==> src/hdl/gpio_port_pkg.sv <==
// Constants shared by the shared I/O port and its self-checking bench.
// Assumes a 32-bit AXI4-Lite register bus with one register per aligned word.
package gpio_port_pkg;
	localparam int PORT_W = 16;
	localparam int CN_W = 24;
	localparam int CN_A_W = 16;
	localparam int ADDR_W = 6;
	// Register byte offsets
	localparam logic [5:0] OFS_DIRECTION = 6'h00;
	localparam logic [5:0] OFS_LATCH = 6'h04;
	localparam logic [5:0] OFS_PIN_LEVEL = 6'h08;
	localparam logic [5:0] OFS_OPEN_DRAIN = 6'h0c;
	localparam logic [5:0] OFS_ANALOG_ONE = 6'h10;
	localparam logic [5:0] OFS_ANALOG_TWO = 6'h14;
	localparam logic [5:0] OFS_CN_EN_A = 6'h18;
	localparam logic [5:0] OFS_CN_EN_B = 6'h1c;
	localparam logic [5:0] OFS_PULLUP_A = 6'h20;
	localparam logic [5:0] OFS_PULLUP_B = 6'h24;
	localparam logic [5:0] OFS_STATUS = 6'h28;
	// Status field and bus answers
	localparam int STATUS_FLAG_BIT = 0;
	localparam logic [1:0] RESP_OKAY = 2'h0;
	localparam logic [1:0] RESP_SLVERR = 2'h2;
	// Reset values
	localparam logic [15:0] DIRECTION_RESET = 16'hffff;
	localparam logic [15:0] PORT_ZERO = 16'h0000;
	localparam logic [23:0] CN_ZERO = 24'h000000;
	// Device variant defaults
	localparam logic [15:0] IMPL_MASK_DEF = 16'hffff;
	localparam logic [15:0] ANALOG_MASK_DEF = 16'hffff;
	localparam logic [15:0] INPUT_ONLY_MASK_DEF = 16'h0000;
endpackage

==> src/hdl/gpio_shared_port.sv <==
// Shared parallel I/O port with change notification, AXI4-Lite slave.
// Assumes pads and notify inputs are asynchronous; peripherals share MCLK.
// Notes on behaviour
// - Per-pin multiplexers give output data and enable to peripheral or port.
// - Port's own digital output never feeds a sharing peripheral's input.
// - Actively driving peripheral disables port driver; pin stays readable.
// - Enabled but idle peripheral lets the port drive the pin.
// - Direction bit one means input; zero drives the pin from the latch.
// - All implemented direction bits come out of reset set, pins as inputs.
// - Latch register reads stored latch; writes update the latch.
// - Pin register reads sampled pins; writes go to the latch.
// - Unimplemented bits read zero in latch, direction and pin registers.
// - Input-only shared pins behave as dedicated port pins.
// - Open-drain bit set makes the output drive low only.
// - Cleared analog config bit selects analog mode; analog is reset state.
// - Pin is analog if either converter's config bit is cleared.
// - Pin register reads zero for analog input pins.
// - Twenty-four change notify inputs can request an interrupt.
// - Change detection still raises the request in Sleep without clock.
// - Enable bits in two registers allow change interrupts per pin.
// - Pull-up enable bits in two registers switch weak pull-ups per pin.
`timescale 1ns/1ps
module gpio_shared_port #(
	parameter int PW = gpio_port_pkg::PORT_W,
	parameter int CW = gpio_port_pkg::CN_W,
	parameter logic [15:0] IMPL_MASK = gpio_port_pkg::IMPL_MASK_DEF,
	parameter logic [15:0] ANALOG_MASK = gpio_port_pkg::ANALOG_MASK_DEF,
	parameter logic [15:0] INPUT_ONLY_MASK = gpio_port_pkg::INPUT_ONLY_MASK_DEF
) (
	// Clock and reset
	input wire logic MCLK,
	input wire logic RST,
	// AXI4-Lite write
	input wire logic [5:0] AWADDR,
	input wire logic AWVALID,
	output logic AWREADY,
	input wire logic [31:0] WDATA,
	input wire logic [3:0] WSTRB,
	input wire logic WVALID,
	output logic WREADY,
	output logic [1:0] BRESP,
	output logic BVALID,
	input wire logic BREADY,
	// AXI4-Lite read
	input wire logic [5:0] ARADDR,
	input wire logic ARVALID,
	output logic ARREADY,
	output logic [31:0] RDATA,
	output logic [1:0] RRESP,
	output logic RVALID,
	input wire logic RREADY,
	// Pads
	input wire logic [15:0] PAD_IN,
	output logic [15:0] PAD_OUT,
	output logic [15:0] PAD_OE,
	output logic [15:0] ANALOG_MODE,
	// Peripherals sharing the pads
	input wire logic [15:0] PERIPH_EN,
	input wire logic [15:0] PERIPH_OE,
	input wire logic [15:0] PERIPH_OUT,
	output logic [15:0] PERIPH_IN,
	// Change notification
	input wire logic [23:0] CN_IN,
	input wire logic SLEEP,
	output logic [23:0] PULLUP_EN,
	output logic CHANGE_IRQ
);
	logic [15:0] pin_direction_reg;
	logic [15:0] output_latch_reg;
	logic [15:0] open_drain_select_reg;
	logic [15:0] analog_cfg_low_reg_one;
	logic [15:0] analog_cfg_low_reg_two;
	logic [15:0] change_irq_enable_reg_a;
	logic [7:0] change_irq_enable_reg_b;
	logic [15:0] pullup_enable_reg_a;
	logic [7:0] pullup_enable_reg_b;
	logic change_flag;
	logic [15:0] pad_meta;
	logic [15:0] pad_sync;
	logic [23:0] cn_meta;
	logic [23:0] cn_sync;
	logic [23:0] cn_captured;
	logic [23:0] cn_enable;
	logic [23:0] cn_mismatch;
	logic [23:0] cn_raw_mismatch;
	logic [15:0] analog_pin;
	logic [15:0] pin_level;
	logic [15:0] port_drive;
	logic [15:0] periph_drive;
	// Bus state
	logic aw_held;
	logic w_held;
	logic [5:0] aw_addr;
	logic [31:0] w_data;
	logic [3:0] w_strb;
	logic wr_fire;
	logic wr_hit;
	logic [31:0] rd_word;
	logic rd_hit;

	function automatic logic [31:0] merge(input logic [31:0] old, input logic [31:0] d,
		input logic [3:0] strb);
		logic [31:0] m;
		m = old;
		for (int b = 0; b < 4; b++) begin
			if (strb[b]) begin
				m[b*8 +: 8] = d[b*8 +: 8];
			end
		end
		return m;
	endfunction

	// Synchronisers: first stage feeds only the second
	always_ff @(posedge MCLK or posedge RST) begin
		if (RST) begin
			pad_meta <= gpio_port_pkg::PORT_ZERO;
			pad_sync <= gpio_port_pkg::PORT_ZERO;
			cn_meta <= gpio_port_pkg::CN_ZERO;
			cn_sync <= gpio_port_pkg::CN_ZERO;
		end else begin
			pad_meta <= PAD_IN;
			pad_sync <= pad_meta;
			cn_meta <= CN_IN;
			cn_sync <= cn_meta;
		end
	end

	// Write channel: address and data taken in either order
	assign AWREADY = !aw_held && !BVALID;
	assign WREADY = !w_held && !BVALID;
	assign wr_fire = (aw_held || AWVALID) && (w_held || WVALID) && !BVALID;
	wire [5:0] wr_addr = aw_held ? aw_addr : AWADDR;
	wire [31:0] wr_data = w_held ? w_data : WDATA;
	wire [3:0] wr_strb = w_held ? w_strb : WSTRB;

	always_ff @(posedge MCLK or posedge RST) begin
		if (RST) begin
			aw_held <= 1'b0;
			w_held <= 1'b0;
			aw_addr <= 6'h00;
			w_data <= 32'h00000000;
			w_strb <= 4'h0;
			BVALID <= 1'b0;
			BRESP <= gpio_port_pkg::RESP_OKAY;
		end else begin
			if (wr_fire) begin
				aw_held <= 1'b0;
				w_held <= 1'b0;
				BVALID <= 1'b1;
				BRESP <= wr_hit ? gpio_port_pkg::RESP_OKAY : gpio_port_pkg::RESP_SLVERR;
			end else begin
				if (AWVALID && AWREADY) begin
					aw_held <= 1'b1;
					aw_addr <= AWADDR;
				end
				if (WVALID && WREADY) begin
					w_held <= 1'b1;
					w_data <= WDATA;
					w_strb <= WSTRB;
				end
				if (BVALID && BREADY) begin
					BVALID <= 1'b0;
				end
			end
		end
	end

	always_comb begin
		unique case (wr_addr)
			gpio_port_pkg::OFS_DIRECTION, gpio_port_pkg::OFS_LATCH,
			gpio_port_pkg::OFS_PIN_LEVEL, gpio_port_pkg::OFS_OPEN_DRAIN,
			gpio_port_pkg::OFS_ANALOG_ONE, gpio_port_pkg::OFS_ANALOG_TWO,
			gpio_port_pkg::OFS_CN_EN_A, gpio_port_pkg::OFS_CN_EN_B,
			gpio_port_pkg::OFS_PULLUP_A, gpio_port_pkg::OFS_PULLUP_B,
			gpio_port_pkg::OFS_STATUS: wr_hit = 1'b1;
			default: wr_hit = 1'b0;
		endcase
	end

	wire wr_dir = wr_fire && wr_addr == gpio_port_pkg::OFS_DIRECTION;
	wire wr_lat = wr_fire && (wr_addr == gpio_port_pkg::OFS_LATCH ||
		wr_addr == gpio_port_pkg::OFS_PIN_LEVEL);
	wire wr_stat = wr_fire && wr_addr == gpio_port_pkg::OFS_STATUS;
	wire [31:0] dir_new = merge({16'h0000, pin_direction_reg}, wr_data, wr_strb);
	wire [31:0] lat_new = merge({16'h0000, output_latch_reg}, wr_data, wr_strb);

	// Unimplemented bits are held at zero in direction and latch storage
	always_ff @(posedge MCLK or posedge RST) begin
		if (RST) begin
			pin_direction_reg <= gpio_port_pkg::DIRECTION_RESET & IMPL_MASK;
		end else if (wr_dir) begin
			pin_direction_reg <= dir_new[15:0] & IMPL_MASK;
		end
	end

	always_ff @(posedge MCLK or posedge RST) begin
		if (RST) begin
			output_latch_reg <= gpio_port_pkg::PORT_ZERO;
		end else if (wr_lat) begin
			// Pin register writes land in the latch, never on the pins
			output_latch_reg <= lat_new[15:0] & IMPL_MASK;
		end
	end

	always_ff @(posedge MCLK or posedge RST) begin
		if (RST) begin
			open_drain_select_reg <= gpio_port_pkg::PORT_ZERO;
			analog_cfg_low_reg_one <= ~ANALOG_MASK;
			analog_cfg_low_reg_two <= ~ANALOG_MASK;
			change_irq_enable_reg_a <= gpio_port_pkg::PORT_ZERO;
			change_irq_enable_reg_b <= 8'h00;
			pullup_enable_reg_a <= gpio_port_pkg::PORT_ZERO;
			pullup_enable_reg_b <= 8'h00;
		end else if (wr_fire) begin
			unique case (wr_addr)
				gpio_port_pkg::OFS_OPEN_DRAIN: open_drain_select_reg <=
					16'(merge({16'h0000, open_drain_select_reg}, wr_data, wr_strb));
				gpio_port_pkg::OFS_ANALOG_ONE: analog_cfg_low_reg_one <=
					16'(merge({16'h0000, analog_cfg_low_reg_one}, wr_data, wr_strb));
				gpio_port_pkg::OFS_ANALOG_TWO: analog_cfg_low_reg_two <=
					16'(merge({16'h0000, analog_cfg_low_reg_two}, wr_data, wr_strb));
				gpio_port_pkg::OFS_CN_EN_A: change_irq_enable_reg_a <=
					16'(merge({16'h0000, change_irq_enable_reg_a}, wr_data, wr_strb));
				gpio_port_pkg::OFS_CN_EN_B: change_irq_enable_reg_b <=
					8'(merge({24'h000000, change_irq_enable_reg_b}, wr_data, wr_strb));
				gpio_port_pkg::OFS_PULLUP_A: pullup_enable_reg_a <=
					16'(merge({16'h0000, pullup_enable_reg_a}, wr_data, wr_strb));
				gpio_port_pkg::OFS_PULLUP_B: pullup_enable_reg_b <=
					8'(merge({24'h000000, pullup_enable_reg_b}, wr_data, wr_strb));
				default: ;
			endcase
		end
	end

	// Either converter can claim a pin for analog use
	assign analog_pin = ~(analog_cfg_low_reg_one & analog_cfg_low_reg_two) & ANALOG_MASK;
	assign ANALOG_MODE = analog_pin;
	assign pin_level = pad_sync & ~analog_pin & IMPL_MASK;
	assign PULLUP_EN = {pullup_enable_reg_b, pullup_enable_reg_a};

	genvar gi;
	generate
		for (gi = 0; gi < PW; gi++) begin : g_pin
			pin_out_cell #(
				.IMPLEMENTED(IMPL_MASK[gi]),
				.INPUT_ONLY(INPUT_ONLY_MASK[gi])
			) u_cell (
				.direction(pin_direction_reg[gi]),
				.latch(output_latch_reg[gi]),
				.open_drain(open_drain_select_reg[gi]),
				.analog(analog_pin[gi]),
				.periph_en(PERIPH_EN[gi]),
				.periph_oe(PERIPH_OE[gi]),
				.periph_out(PERIPH_OUT[gi]),
				.periph_in(PERIPH_IN[gi]),
				.pad_level(pad_sync[gi]),
				.pad_out(PAD_OUT[gi]),
				.pad_oe(PAD_OE[gi]),
				.port_drive(port_drive[gi]),
				.periph_drive(periph_drive[gi])
			);
		end
	endgenerate

	// Change notification
	assign cn_enable = {change_irq_enable_reg_b, change_irq_enable_reg_a};
	assign cn_mismatch = (cn_sync ^ cn_captured) & cn_enable;
	// Unclocked path lets a change be seen while the clock is stopped
	assign cn_raw_mismatch = (CN_IN ^ cn_captured) & cn_enable;
	assign CHANGE_IRQ = change_flag || (SLEEP && |cn_raw_mismatch);

	always_ff @(posedge MCLK or posedge RST) begin
		if (RST) begin
			cn_captured <= gpio_port_pkg::CN_ZERO;
		end else begin
			cn_captured <= cn_sync;
		end
	end

	// A change in the clearing cycle keeps the flag set
	always_ff @(posedge MCLK or posedge RST) begin
		if (RST) begin
			change_flag <= 1'b0;
		end else if (|cn_mismatch) begin
			change_flag <= 1'b1;
		end else if (wr_stat && wr_strb[0] && wr_data[gpio_port_pkg::STATUS_FLAG_BIT]) begin
			change_flag <= 1'b0;
		end
	end

	// Read channel: answer one cycle after the address is taken
	assign ARREADY = !RVALID;
	always_comb begin
		rd_word = 32'h00000000;
		rd_hit = 1'b1;
		unique case (ARADDR)
			gpio_port_pkg::OFS_DIRECTION: rd_word[15:0] = pin_direction_reg;
			gpio_port_pkg::OFS_LATCH: rd_word[15:0] = output_latch_reg;
			gpio_port_pkg::OFS_PIN_LEVEL: rd_word[15:0] = pin_level;
			gpio_port_pkg::OFS_OPEN_DRAIN: rd_word[15:0] = open_drain_select_reg;
			gpio_port_pkg::OFS_ANALOG_ONE: rd_word[15:0] = analog_cfg_low_reg_one;
			gpio_port_pkg::OFS_ANALOG_TWO: rd_word[15:0] = analog_cfg_low_reg_two;
			gpio_port_pkg::OFS_CN_EN_A: rd_word[15:0] = change_irq_enable_reg_a;
			gpio_port_pkg::OFS_CN_EN_B: rd_word[7:0] = change_irq_enable_reg_b;
			gpio_port_pkg::OFS_PULLUP_A: rd_word[15:0] = pullup_enable_reg_a;
			gpio_port_pkg::OFS_PULLUP_B: rd_word[7:0] = pullup_enable_reg_b;
			gpio_port_pkg::OFS_STATUS: rd_word[gpio_port_pkg::STATUS_FLAG_BIT] = change_flag;
			default: rd_hit = 1'b0;
		endcase
	end

	always_ff @(posedge MCLK or posedge RST) begin
		if (RST) begin
			RVALID <= 1'b0;
			RDATA <= 32'h00000000;
			RRESP <= gpio_port_pkg::RESP_OKAY;
		end else if (ARVALID && ARREADY) begin
			RVALID <= 1'b1;
			RDATA <= rd_word;
			RRESP <= rd_hit ? gpio_port_pkg::RESP_OKAY : gpio_port_pkg::RESP_SLVERR;
		end else if (RVALID && RREADY) begin
			RVALID <= 1'b0;
		end
	end
endmodule

==> src/hdl/pin_out_cell.sv <==
// One pin's output ownership, open-drain shaping and peripheral input gating.
// Assumes pad_level is already synchronised; all logic is combinational.
`timescale 1ns/1ps
module pin_out_cell #(
	parameter bit IMPLEMENTED = 1'b1,
	parameter bit INPUT_ONLY = 1'b0
) (
	// Port side
	input wire logic direction,
	input wire logic latch,
	input wire logic open_drain,
	input wire logic analog,
	// Peripheral side
	input wire logic periph_en,
	input wire logic periph_oe,
	input wire logic periph_out,
	output logic periph_in,
	// Pad side
	input wire logic pad_level,
	output logic pad_out,
	output logic pad_oe,
	output logic port_drive,
	output logic periph_drive
);
	logic data;
	logic drive;

	// An input-only function never competes for the driver
	assign periph_drive = IMPLEMENTED && !INPUT_ONLY && periph_en && periph_oe;
	// Enabled but idle peripheral leaves the pin to the port
	assign port_drive = IMPLEMENTED && !periph_drive && !direction;
	assign data = periph_drive ? periph_out : latch;
	assign drive = periph_drive || port_drive;
	// Open drain only pulls low; a high is a release
	assign pad_oe = drive && !(open_drain && data);
	assign pad_out = data && !open_drain;
	// Port's own drive is not looped back into the peripheral
	assign periph_in = IMPLEMENTED && !analog && !port_drive && pad_level;
endmodule

==> config.mk <==
export PLATFORM = sky130hd
export DESIGN_NAME = gpio_shared_port
export DESIGN_NICKNAME = d
export VERILOG_FILES = /design/src/hdl/gpio_port_pkg.sv /design/src/hdl/gpio_shared_port.sv /design/src/hdl/pin_out_cell.sv
export SDC_FILE = /design/constraint.sdc
export NUM_CORES = 1
export LEC_CHECK = 0
export BUFFER_PORTS_ARGS = -buffer_cell sky130_fd_sc_hd__buf_2
export CORE_UTILIZATION = 55
export CTS_CLUSTER_DIAMETER = 100
export DETAILED_ROUTE_END_ITERATION = 12
export GPL_TIMING_DRIVEN = 0
export PLACE_DENSITY = 0.8
export SLEW_MARGIN = 20
export SYNTH_ARGS = -nofsm -noshare
export SYNTH_HDL_FRONTEND = slang
export SYNTH_SLANG_ARGS = --single-unit
==> constraint.sdc <==
create_clock -name MCLK -period 11.1 [get_ports MCLK]
set_input_delay 1.11 -clock MCLK [delete_from_list [all_inputs] [get_ports MCLK]]
set_output_delay 1.11 -clock MCLK [all_outputs]
set_load 0.03 [all_outputs]
* Yosys cells after proc, flatten, opt, wreduce, memory -nomap -nowiden *
Cells that the tools add are included.

storage, ports and cells
  register bits = 281
  input bits = 144
  output and inout port bits = 130
  logic and storage cells = 373

operators by class
  equality and inequality tests = 20
  mux-type cells = 36
  bitwise operators = 9
  reductions and logical operators = 276

operators by type and width
  cell                                                 number
  logical AND 1 bit                                    127
  zero test 1 bit                                      100
  one-hot mux 7 bit (10 select lines)                  1
  one-hot mux 8 bit (8 select lines)                   1
  AND 24 bit                                           2
  equality test 6 x 5 -> 1 bit, second input constant  8
  OR reduction 24 bit                                  2
  XOR 24 bit                                           2
  equality test 6 bit, second input constant           6
  AND reduction 3 bit                                  12
  AND 16 bit                                           2
  inverter 16 bit                                      2
  two-way mux 1 bit                                    28
  equality test 6 x 4 -> 1 bit, second input constant  4
  OR reduction 11 bit                                  2
  logical OR 1 bit                                     20
  two-way mux 16 bit                                   1
  equality test 6 x 3 -> 1 bit, second input constant  2
  zero test 6 bit                                      2
  AND reduction 2 bit                                  6
  one-hot mux 1 bit (11 select lines)                  1
  nonzero test 2 bit                                   5
  two-way mux 2 bit                                    3
  two-way mux 6 bit                                    1
  inverter 1 bit                                       1

* Longest topological paths before layout *
Gate-level depths: netlist of run 1.

  depth in word-level cells = 8
  depth in mapped cells = 8

* Modules after synthesis *
Synthesis of run 1 repeated with hierarchy kept, for this count alone.

unflattened totals
  cells, all modules = 1003
  area, all modules = 12913.6 um2

modules (own cells, without submodules)
  module            times used  cells an instance  area an instance (um2)  sequential area each (um2)
  gpio_shared_port  1           859                11812.6                 7001.7
  pin_out_cell      16          9                  68.8                    0.0

* Least setup slack after synthesis of run 1 *
OpenSTA, ideal clock, no wires.

  kind = input port to output port
  from = in CN_IN[0]
  to = out CHANGE_IRQ
  arrival = 2.167 ns
  setup slack = 7.823 ns
  stages on the path = 5
  buffers on the path = 0
  path through = xor2_1 a22o_1 a221oi_1 nand4_1 o32a_1

on the way
  longest elaborated chain between the ends = 5

ends and longest elaborated chain
  item                 line                     RTL
  start: declaration   gpio_shared_port.sv:63   input wire logic [23:0] CN_IN,
  XOR 24 bit           gpio_shared_port.sv:269  assign cn_raw_mismatch = (CN_IN ^ cn_captured) & cn_enable;
  AND 24 bit           gpio_shared_port.sv:269
  OR reduction 24 bit  gpio_shared_port.sv:270  assign CHANGE_IRQ = change_flag || (SLEEP && |cn_raw_mismatch);
  logical AND 1 bit    gpio_shared_port.sv:270
  logical OR 1 bit     gpio_shared_port.sv:270
  end: declaration     gpio_shared_port.sv:66   output logic CHANGE_IRQ

No other way between the ends.

* Final worst setup path of run 1 *
Ends and elaborated chain as after synthesis.

==> results.json, run 1 <==
{
  "end_kind": "primary output",
  "synth_mux_area_frac": 0.191,
  "grt_max_degree": 110,
  "slew_violations": 0,
  "clock_path_buffers": 3,
  "max_freq_mhz": 280,
  "synth_adder_area_share": 0,
  "cts_resized": 0,
  "syn2layout_area_growth_pct": 21.3,
  "num_vias": 9424,
  "drtPass1Iterations": 5,
  "synth_seq_area_share": 0.545,
  "synth_flop_cell": "dfrtp_1",
  "switching_share": 0.339,
  "numCtsBuffers": 29,
  "portBuffers": 236,
  "outcome": "completed",
  "syn_area_um2": 12900,
  "crit_slowest_cell": "o32a_1",
  "max_cap_violations": 0,
  "busiest_layer": "met2",
  "placed_area_um2": 14600,
  "cp-start-kind": "input port",
  "clk_pin_slew_worst_paths_ps": 60,
  "irDropWorstVdd_uv": 133,
  "hold_depth": 0,
  "grt_overflow_total": 0,
  "finalHoldViolations": 0,
  "arrival_ps": 2470,
  "ff2ff_path_depth": 6,
  "cts_hold_buf": 0,
  "cts_tree": "done",
  "vias_per_cell": 5.69,
  "final_cell_mix": "263 x dfrtp_1, 247 x buf_2, 162 x mux2_2, 82 x buf_4, 63 x nand2_1",
  "synth_compound_area_frac": 0.0932,
  "rsz0062_at_grt": "no",
  "use_met1": 0.385,
  "cts_htree_levels": 1,
  "drc": 0,
  "p_clk_frac": 0.290,
  "first_global_vias": 9565,
  "setup_violations": 0,
  "crit_top_cell": "buf_2",
  "power_leakage_nw": 7.51,
  "slew_headroom": 0.385,
  "drive_gt1_frac": 0.433,
  "cp_slowest_stage_delay_ps": 320,
  "post-route-util": 0.685,
  "required_ps": 9990,
  "use_met2": 0.490,
  "drt-total-wl_um": 34200,
  "postSynth.asyncResetShare": 1.00,
  "fin_skew_ps": 22.0,
  "final_area_um2": 15600,
  "antenna_found_initial": 4,
  "p_per_area_nw_per_um2": 219,
  "reg2reg_setup_slack_ps": 8390,
  "holdCritPathClass": "reg2reg",
  "core_area_um2": 22800,
  "criticalPathCategory": "in2out",
  "post_cts_buffers": 0,
  "p_seq_frac": 0.430,
  "die_w_um": 155,
  "finalNetCount": 1460,
  "min_period_ps": 3580,
  "synthDistinctLibCells": 62,
  "pin_count": 274,
  "ctsRootBufferMaster": "clkbuf_16",
  "synth-edff-count": 0,
  "p_sw_w": 0.00116,
  "synth_top_family_by_area": "multiplexers",
  "yosys_register_bits": 279,
  "num_rows": 55,
  "post-route-period-util": 0.322,
  "syn_area_per_cell_um2": 12.5,
  "path_max_fanout": 2,
  "timing.rr.start": "aw_held",
  "p_int_w": 0.00226,
  "grt_pass1_wl_um": 53200,
  "gp_congestion": 0.905,
  "hold-path-endpoint": "cn_sync[6]",
  "drt-wirelength-per-cell_um": 20.7,
  "cts_sinks": 279,
  "hp-start": "cn_meta[6]",
  "reg.largest.list": "cn_captured x24, cn_meta x24, cn_sync x24",
  "dieHeight_um": 155,
  "synthXorXnorAreaFrac": 0.0334,
  "yosysWarnings": 0,
  "combPwrFrac": 0.280,
  "initial_core_util": 0.565,
  "worst_slew_pin_slew_ps": 919,
  "clock_latency_ps": 550,
  "antenna_left": 0,
  "hpwl_um": 24400,
  "grtUsageMet3": 0.0513,
  "yosys.area_share.simple": 0.0774,
  "syn_inst": 1029,
  "dieArea_um2": 24000,
  "grt_use_total": 0.292,
  "crit_chain": "buf_2 > xor2_1 > a22o_1 > a221oi_1 > nand4_1 > o32a_1 > buf_2",
  "layout_commonest_cell": "dfrtp_1",
  "r2r-end": "output_latch_reg[12]",
  "drt_iter0_drc": 714
}
[through the flow]
step                setup slack [ps]  total power [W]  TNS, ps  hold WS (ps)  instances
finish                          7520          0.00342        0           347       1656
global route                    7490          0.00357        0           344       1654
CTS                             7500          0.00342        0           347       1652
detailed placement              7560          0.00243        0           335       1598
global placement                -403          0.00239  -101230           333       1595
floorplan                       2320          0.00211        0           331       1046
[layout make-up]
| cell class | count | area [µm²] |
|---|---|---|
| plain buffers | 111 | 738 |
| clock inverters | 10 | 113 |
| repair buffers | 239 | 1260 |
| well taps | 313 | 392 |
| multi-input cells | 647 | 5150 |
| inverters | 9 | 41.3 |
| clock buffers | 44 | 882 |
| diodes | 4 | 10.0 |
| flip-flops and latches | 279 | 7000 |
| fillers | 1644 | 7180 |
[Yosys cell counts (all sizes together) (2+ instances only)]
master | number | share of area
a21o | 8 | 0.0047
a21oi | 37 | 0.014
a221oi | 3 | 0.0020
a222oi | 2 | 0.0016
a22o | 7 | 0.0048
a22oi | 55 | 0.032
a2bb2oi | 2 | 0.0014
a311oi | 2 | 0.0014
a31oi | 2 | 0.00097
a32o | 2 | 0.0016
and2 | 5 | 0.0024
and3 | 5 | 0.0024
buf | 95 | 0.053
clkbuf | 16 | 0.0047
dfrtp | 263 | 0.51
dfstp | 16 | 0.033
inv | 9 | 0.0026
mux2 | 187 | 0.16
mux2i | 24 | 0.019
mux4 | 5 | 0.0088
nand2 | 66 | 0.020
nand2b | 7 | 0.0034
nand3 | 22 | 0.0086
nand3b | 6 | 0.0035
nand4 | 7 | 0.0034
nor2 | 32 | 0.011
nor2b | 20 | 0.0097
nor3 | 6 | 0.0027
nor3b | 8 | 0.0051
o21ai | 20 | 0.0078
o22ai | 10 | 0.0049
o2bb2ai | 10 | 0.0068
o32ai | 3 | 0.0026
or3 | 2 | 0.00097
xor2 | 48 | 0.033
[cells by family (layout without fill, tap and decap cells)]
kind of cell / after synthesis / count (layout)
buffers and inverters: 120 / 413
DFF: 279 / 279
AOI/OAI and AO/OA: 172 / 172
and+or+nand+nor: 192 / 192
xor gates and xnor gates: 49 / 49
muxes: 216 / 216
other: 1 / 22
[power by group through the flow]
stage	combinational [W]	clock, W	sequential, W
2_1_floorplan	0.000627	0	0.00148
3_3_place_gp	0.000917	0	0.00147
3_5_place_dp	0.000948	0	0.00148
4_1_cts	0.000958	0.00100	0.00147
5_1_grt	0.00103	0.00104	0.00150
6_report	0.000958	0.000991	0.00147
[worst max-delay path, delay by kind of cell]
kind | cells | cell delay, ps
and+or+nand+nor | 1 | 140
buffers and inverters | 2 | 300
AOI/OAI and AO/OA | 3 | 770
xor gates and xnor gates | 1 | 130
[worst max path at each step]
stage	start	endpoint	slack (ps)	cells after the start
after CTS	CN_IN[0]	CHANGE_IRQ	7500	7
after detailed placement	CN_IN[0]	CHANGE_IRQ	7560	7
after floorplan	RST	BRESP[1]	2320	1
after global routing	CN_IN[0]	CHANGE_IRQ	7490	7
after global placement	RST	open_drain_select_reg[6]	-400	2
final	CN_IN[0]	CHANGE_IRQ	7520	7
[metal layers]
| metal | wire length, µm | vias to the layer above |
|---|---|---|
| li1 | - | 4223 |
| met1 | 14300 | 4710 |
| met2 | 16500 | 406 |
| met3 | 2280 | 83 |
| met4 | 1070 | 2 |
| met5 | 13 | - |
Note: power is estimated with default switching activity, not from simulation.
==> run 2: changes to the inputs <==
==> constraint.sdc (replaced) <==
create_clock -name MCLK -period 3.6 [get_ports MCLK]
set_input_delay 0.36 -clock MCLK [delete_from_list [all_inputs] [get_ports MCLK]]
set_output_delay 0.36 -clock MCLK [all_outputs]
set_load 0.03 [all_outputs]
==> run 2 against run 1 <==
Setup slack lost 6600 ps. Global-route usage increased by 0.70 points. Flip-flop and latch count unchanged. Clock power grew to 3.0 times the previous value. Critical endpoint is now output_latch_reg[15]. Register-to-register slack got worse by 7500 ps. Sequential power rose to 3.1 times the previous value. Worst hold slack lost 330 ps. Largest power group unchanged.
==> results.json, run 2 (synthesis results as in run 1) <==
{
  "drt-wirelength-per-cell_um": 20.6,
  "final_cell_mix": "263 x dfrtp_1, 247 x buf_2, 162 x mux2_2, 82 x buf_4, 63 x nand2_1",
  "cts_tree": "done",
  "min_period_ps": 2720,
  "grt_max_degree": 37,
  "pin_count": 274,
  "vias_per_cell": 5.70,
  "syn2layout_area_growth_pct": 25.0,
  "place_ws_ps": 901,
  "layout_commonest_cell": "dfrtp_1",
  "numCtsBuffers": 29,
  "fin_cells": 1702,
  "max_cap_violations": 0,
  "num_vias": 9702,
  "ff2ff_path_depth": 6,
  "slew_violations": 0,
  "numPlacedInstances": 1604,
  "clock_path_buffers": 3,
  "portBuffers": 236,
  "cts_resized": 0,
  "clock_latency_ps": 560,
  "cts_sinks": 279,
  "path_max_fanout": 10,
  "finalNetCount": 1508,
  "max_freq_mhz": 367,
  "irDropWorstVdd_uv": 434,
  "holdCritPathClass": "in2reg",
  "drt-total-wl_um": 35100,
  "antenna_left": 0,
  "hold_depth": 2,
  "drive_gt1_frac": 0.421,
  "drt_iter0_drc": 606,
  "setup_slack_ps": 878,
  "fin_skew_ps": 9.16,
  "drc": 0,
  "slew_headroom": 0.341,
  "reg.largest.list": "cn_captured x24, cn_meta x24, cn_sync x24",
  "rsz0062_at_grt": "no",
  "outcome": "completed",
  "arrival_ps": 3160,
  "dieArea_um2": 24000,
  "dieHeight_um": 155,
  "drtPass1Iterations": 5,
  "cts_htree_levels": 1,
  "required_ps": 4040,
  "first_global_vias": 9895,
  "ctsRootBufferMaster": "clkbuf_16",
  "grt_use_total": 0.299,
  "gp_congestion": 0.911,
  "hpwl_um": 25100,
  "num_rows": 55,
  "die_w_um": 155,
  "initial_core_util": 0.565,
  "post-route-period-util": 0.756,
  "worst_slew_pin_slew_ps": 985,
  "p_per_area_nw_per_um2": 654,
  "setup_violations": 0,
  "clk_pin_slew_worst_paths_ps": 60,
  "grt_overflow_total": 0,
  "end_kind": "flop",
  "fill_cells": 1581,
  "antenna_found_initial": 4,
  "core_area_um2": 22800,
  "grt_pass1_wl_um": 54600,
  "seq_area_um2": 7000,
  "finalHoldViolations": 0,
  "post-route-util": 0.705,
  "cp-start-kind": "flop",
  "multi_input_area_um2": 5150,
  "criticalPathCategory": "reg2reg",
  "power_leakage_nw": 7.72
}
[run 2: metrics by stage]
step | hold slack [ps] | instance area [µm²] | TNS [ps] | power (W)
2_1_floorplan | 331 | 12900 | -115790 | 0.00649
3_3_place_gp | 332 | 14500 | -503270 | 0.00736
3_5_place_dp | 335 | 14700 | 0 | 0.00751
4_1_cts | 10.1 | 16100 | 0 | 0.0105
5_1_grt | 25.4 | 16100 | 0 | 0.0110
6_report | 17.4 | 16100 | 0 | 0.0105
[run 2: final timing paths]
| path | from | endpoint | slack [ps] |
|---|---|---|---|
| max in group asynchronous | RST | pin_direction_reg[6] | 2120 |
| worst min-delay path | BREADY | BVALID | 20 |
| worst max register to register | aw_held | output_latch_reg[15] | 880 |
| worst min register to register | cn_meta[16] | cn_sync[16] | 340 |
| worst max-delay path | aw_held | output_latch_reg[15] | 880 |
| min in group asynchronous | RST | w_data[10] | 400 |
[run 2: area by class of cell]
| cell class | instances | area share |
|---|---|---|
| well taps | 313 | 0.0244 |
| inverters | 9 | 0.00234 |
| clock inverters | 14 | 0.00794 |
| diodes | 2 | 0.000311 |
| clock buffers | 40 | 0.0502 |
| repair buffers | 287 | 0.112 |
| multi-input cells | 647 | 0.321 |
| plain buffers | 111 | 0.0459 |
| flip-flops and latches | 279 | 0.436 |
[run 2: worst max-delay path: stages, from the launching register on]
cell and delay [ps]:
dfrtp_1 350, buf_2 230, o21bai_1 160, nor2_1 360
o2111ai_1 230, nor3b_2 830, mux2_2 420
[run 2: timing repair]
action	CTS	global route
hold endpoints to repair	60	0
setup buffers	0	0
hold buffers	42	0
[run 2: report_power, final]
group	internal, W	total [W]	switching (W)	leakage, nW
registers	0.00385	0.00455	0.000693	3.49
logic	0.00134	0.00300	0.00166	3.76
clock network	0.00171	0.00297	0.00126	0.471
[run 2: layer usage]
metal / GRT usage / up-vias / wire length [µm]
li1: - / 4308 / -
met1: 0.389 / 4814 / 14200
met2: 0.498 / 469 / 17000
met3: 0.0627 / 107 / 2680
met4: 0.109 / 4 / 1220
met5: 0 / - / 22
==> run 3: changes to the inputs <==
--- a/config.mk
+++ b/config.mk
@@ -6,11 +6,11 @@
 export NUM_CORES = 1
 export LEC_CHECK = 0
 export BUFFER_PORTS_ARGS = -buffer_cell sky130_fd_sc_hd__buf_2
-export CORE_UTILIZATION = 55
+export CORE_UTILIZATION = 50
 export CTS_CLUSTER_DIAMETER = 100
 export DETAILED_ROUTE_END_ITERATION = 12
 export GPL_TIMING_DRIVEN = 0
-export PLACE_DENSITY = 0.8
+export PLACE_DENSITY = 0.77
 export SLEW_MARGIN = 20
 export SYNTH_ARGS = -nofsm -noshare
 export SYNTH_HDL_FRONTEND = slang
==> constraint.sdc (replaced) <==
create_clock -name MCLK -period 2.46 [get_ports MCLK]
set_input_delay 0.246 -clock MCLK [delete_from_list [all_inputs] [get_ports MCLK]]
set_output_delay 0.246 -clock MCLK [all_outputs]
set_load 0.03 [all_outputs]
==> run 3 against run 2 <==
Cell count increased by 3.0%. Critical endpoint is now CHANGE_IRQ. Clock skew rose by 8.8 ps. Via count is 0.21% lower. Highest routed layer is now met4. Sequential share of layout area decreased by 1.2 points. Wire length up 2.7%.
==> results.json, run 3 (synthesis results as in run 1) <==
{
  "drt-wirelength-per-cell_um": 20.6,
  "slew_violations": 0,
  "end_kind": "primary output",
  "pin_count": 274,
  "numCtsBuffers": 29,
  "ff2ff_path_depth": 7,
  "hold_depth": 3,
  "dieArea_um2": 26400,
  "min_period_ps": 2450,
  "cts_htree_levels": 1,
  "drtPass1Iterations": 6,
  "final_cell_mix": "263 x dfrtp_1, 246 x buf_2, 162 x mux2_2, 90 x buf_4, 67 x dlygate4sd3_1",
  "crit_slowest_cell": "dfrtp_1",
  "syn2layout_area_growth_pct": 28.4,
  "hpwl_um": 25900,
  "holdCritPathClass": "in2reg",
  "first_global_vias": 9822,
  "finalHoldViolations": 0,
  "grt_use_total": 0.272,
  "required_ps": 2210,
  "die_w_um": 162,
  "clock_path_buffers": 3,
  "fin_skew_ps": 18.0,
  "reg.largest.list": "cn_captured x24, cn_meta x24, cn_sync x24",
  "arrival_ps": 2200,
  "p_seq_frac": 0.432,
  "fill_cells": 1901,
  "p_int_w": 0.0101,
  "core_area_um2": 25200,
  "crit_family": "compound AO/OA/AOI/OAI gates",
  "antenna_found_initial": 1,
  "p_sw_w": 0.00532,
  "gp_congestion": 0.931,
  "multi_input_area_um2": 5200,
  "drc": 0,
  "drt-total-wl_um": 36000,
  "cts_sinks": 279,
  "finalNetCount": 1543,
  "vias_per_cell": 5.52,
  "rsz0062_at_grt": "yes",
  "worstPathBufferInverterCount": 1,
  "post-route-period-util": 0.996,
  "outcome": "completed",
  "drt_iter0_drc": 616,
  "dieHeight_um": 162,
  "num_rows": 58,
  "tns_ps": 0,
  "setup_violations": 0,
  "max_freq_mhz": 408,
  "cp-start-kind": "flop",
  "cp.depth": 6,
  "initial_core_util": 0.511,
  "setup_slack_ps": 9.74,
  "cts_tree": "done",
  "seq_area_um2": 7000,
  "portBuffers": 236,
  "crit_chain": "xor2_1 > a22o_1 > a221oi_2 > nand4_1 > o32a_1 > buf_6",
  "path_max_fanout": 2,
  "p_per_area_nw_per_um2": 933,
  "p_clk_frac": 0.275,
  "max_cap_violations": 0,
  "antenna_left": 0,
  "grt_max_degree": 37,
  "worst_slew_pin_slew_ps": 867,
  "clk_pin_slew_worst_paths_ps": 70,
  "grt_overflow_total": 0,
  "combPwrFrac": 0.293,
  "power_leakage_nw": 7.90,
  "slew_headroom": 0.418,
  "cp_slowest_stage_delay_ps": 400,
  "criticalPathCategory": "reg2out",
  "place_ws_ps": -158,
  "num_vias": 9682,
  "ctsRootBufferMaster": "clkbuf_16",
  "clock_latency_ps": 550,
  "drive_gt1_frac": 0.419,
  "layout_commonest_cell": "dfrtp_1",
  "switching_share": 0.346,
  "irDropWorstVdd_uv": 844,
  "grt_pass1_wl_um": 54400
}
[run 3: changes by cell type in the layout (fill, tap and decap cells not counted), moves of 2 or more]
cell	change
buf_4	+8
buf_12	-3
nor2_2	-3
dlygate4sd3_1	+25
clkinv_2	-2
nor2_4	+4
buf_16	+5
[run 3: worst reg2reg max path: stages, from the launching register on]
cell,delay [ps]
dfrtp_1,340
buf_2,220
o21bai_1,200
nor2_2,300
o2111ai_1,270
or3_1,370
buf_2,240
mux2_2,300
[run 3: metrics by stage]
| step | total power (W) | utilization | cells | instance area, µm² | hold WS [ps] |
|---|---|---|---|---|---|
| CTS | 0.0153 | 0.652 | 1746 | 16400 | 20.8 |
| floorplan | 0.00950 | - | 1046 | 12900 | 277 |
| finish | 0.0154 | 0.656 | 1753 | 16500 | 38.5 |
| global route | 0.0161 | 0.656 | 1752 | 16500 | 68.9 |
| global placement | 0.0108 | 0.577 | 1612 | 14500 | 331 |
| detailed placement | 0.0110 | 0.588 | 1623 | 14800 | 335 |
[run 3: cell type report]
| class | instances | share of cell area |
|---|---|---|
| clock inverters | 13 | 0.00629 |
| well taps | 330 | 0.0250 |
| diodes | 2 | 0.000303 |
| plain buffers | 111 | 0.0447 |
| repair buffers | 322 | 0.133 |
| clock buffers | 40 | 0.0495 |
| multi-input cells | 647 | 0.315 |
| inverters | 9 | 0.00227 |
| flip-flops and latches | 279 | 0.424 |
[run 3: what timing repair did]
action,4_1_cts,5_1_grt
pin swaps,2,8
hold buffers,67,0
gates resized for setup,2,8
endpoints found under the setup margin,25,73
buffers inserted,3,5
endpoints found under the hold margin,89,0
[run 3: power by group through the flow]
stage               Combinational (W)  Sequential (W)  Clock, W
finish                        0.00452         0.00665   0.00423
global placement              0.00416         0.00663         0
global route                  0.00483         0.00677   0.00447
CTS                           0.00445         0.00662   0.00427
detailed placement            0.00433         0.00670         0
floorplan                     0.00283         0.00667         0
[run 3: path summary, 6_finish.rpt]
check | start | to | slack (ps)
worst max register to register | aw_held | output_latch_reg[5] | 80
worst min register to register | cn_meta[21] | cn_sync[21] | 340
max in group asynchronous | RST | pin_direction_reg[15] | 930
min in group asynchronous | RST | w_data[10] | 370
worst max-delay path | cn_captured[0] | CHANGE_IRQ | 10
worst min-delay path | AWADDR[4] | aw_addr[4] | 40
[run 3: per-layer routing]
metal  share of wire  global-route usage
met1            0.42               0.353
met2            0.49               0.460
met3           0.066              0.0497
met4           0.031              0.0892
met5               0                   0
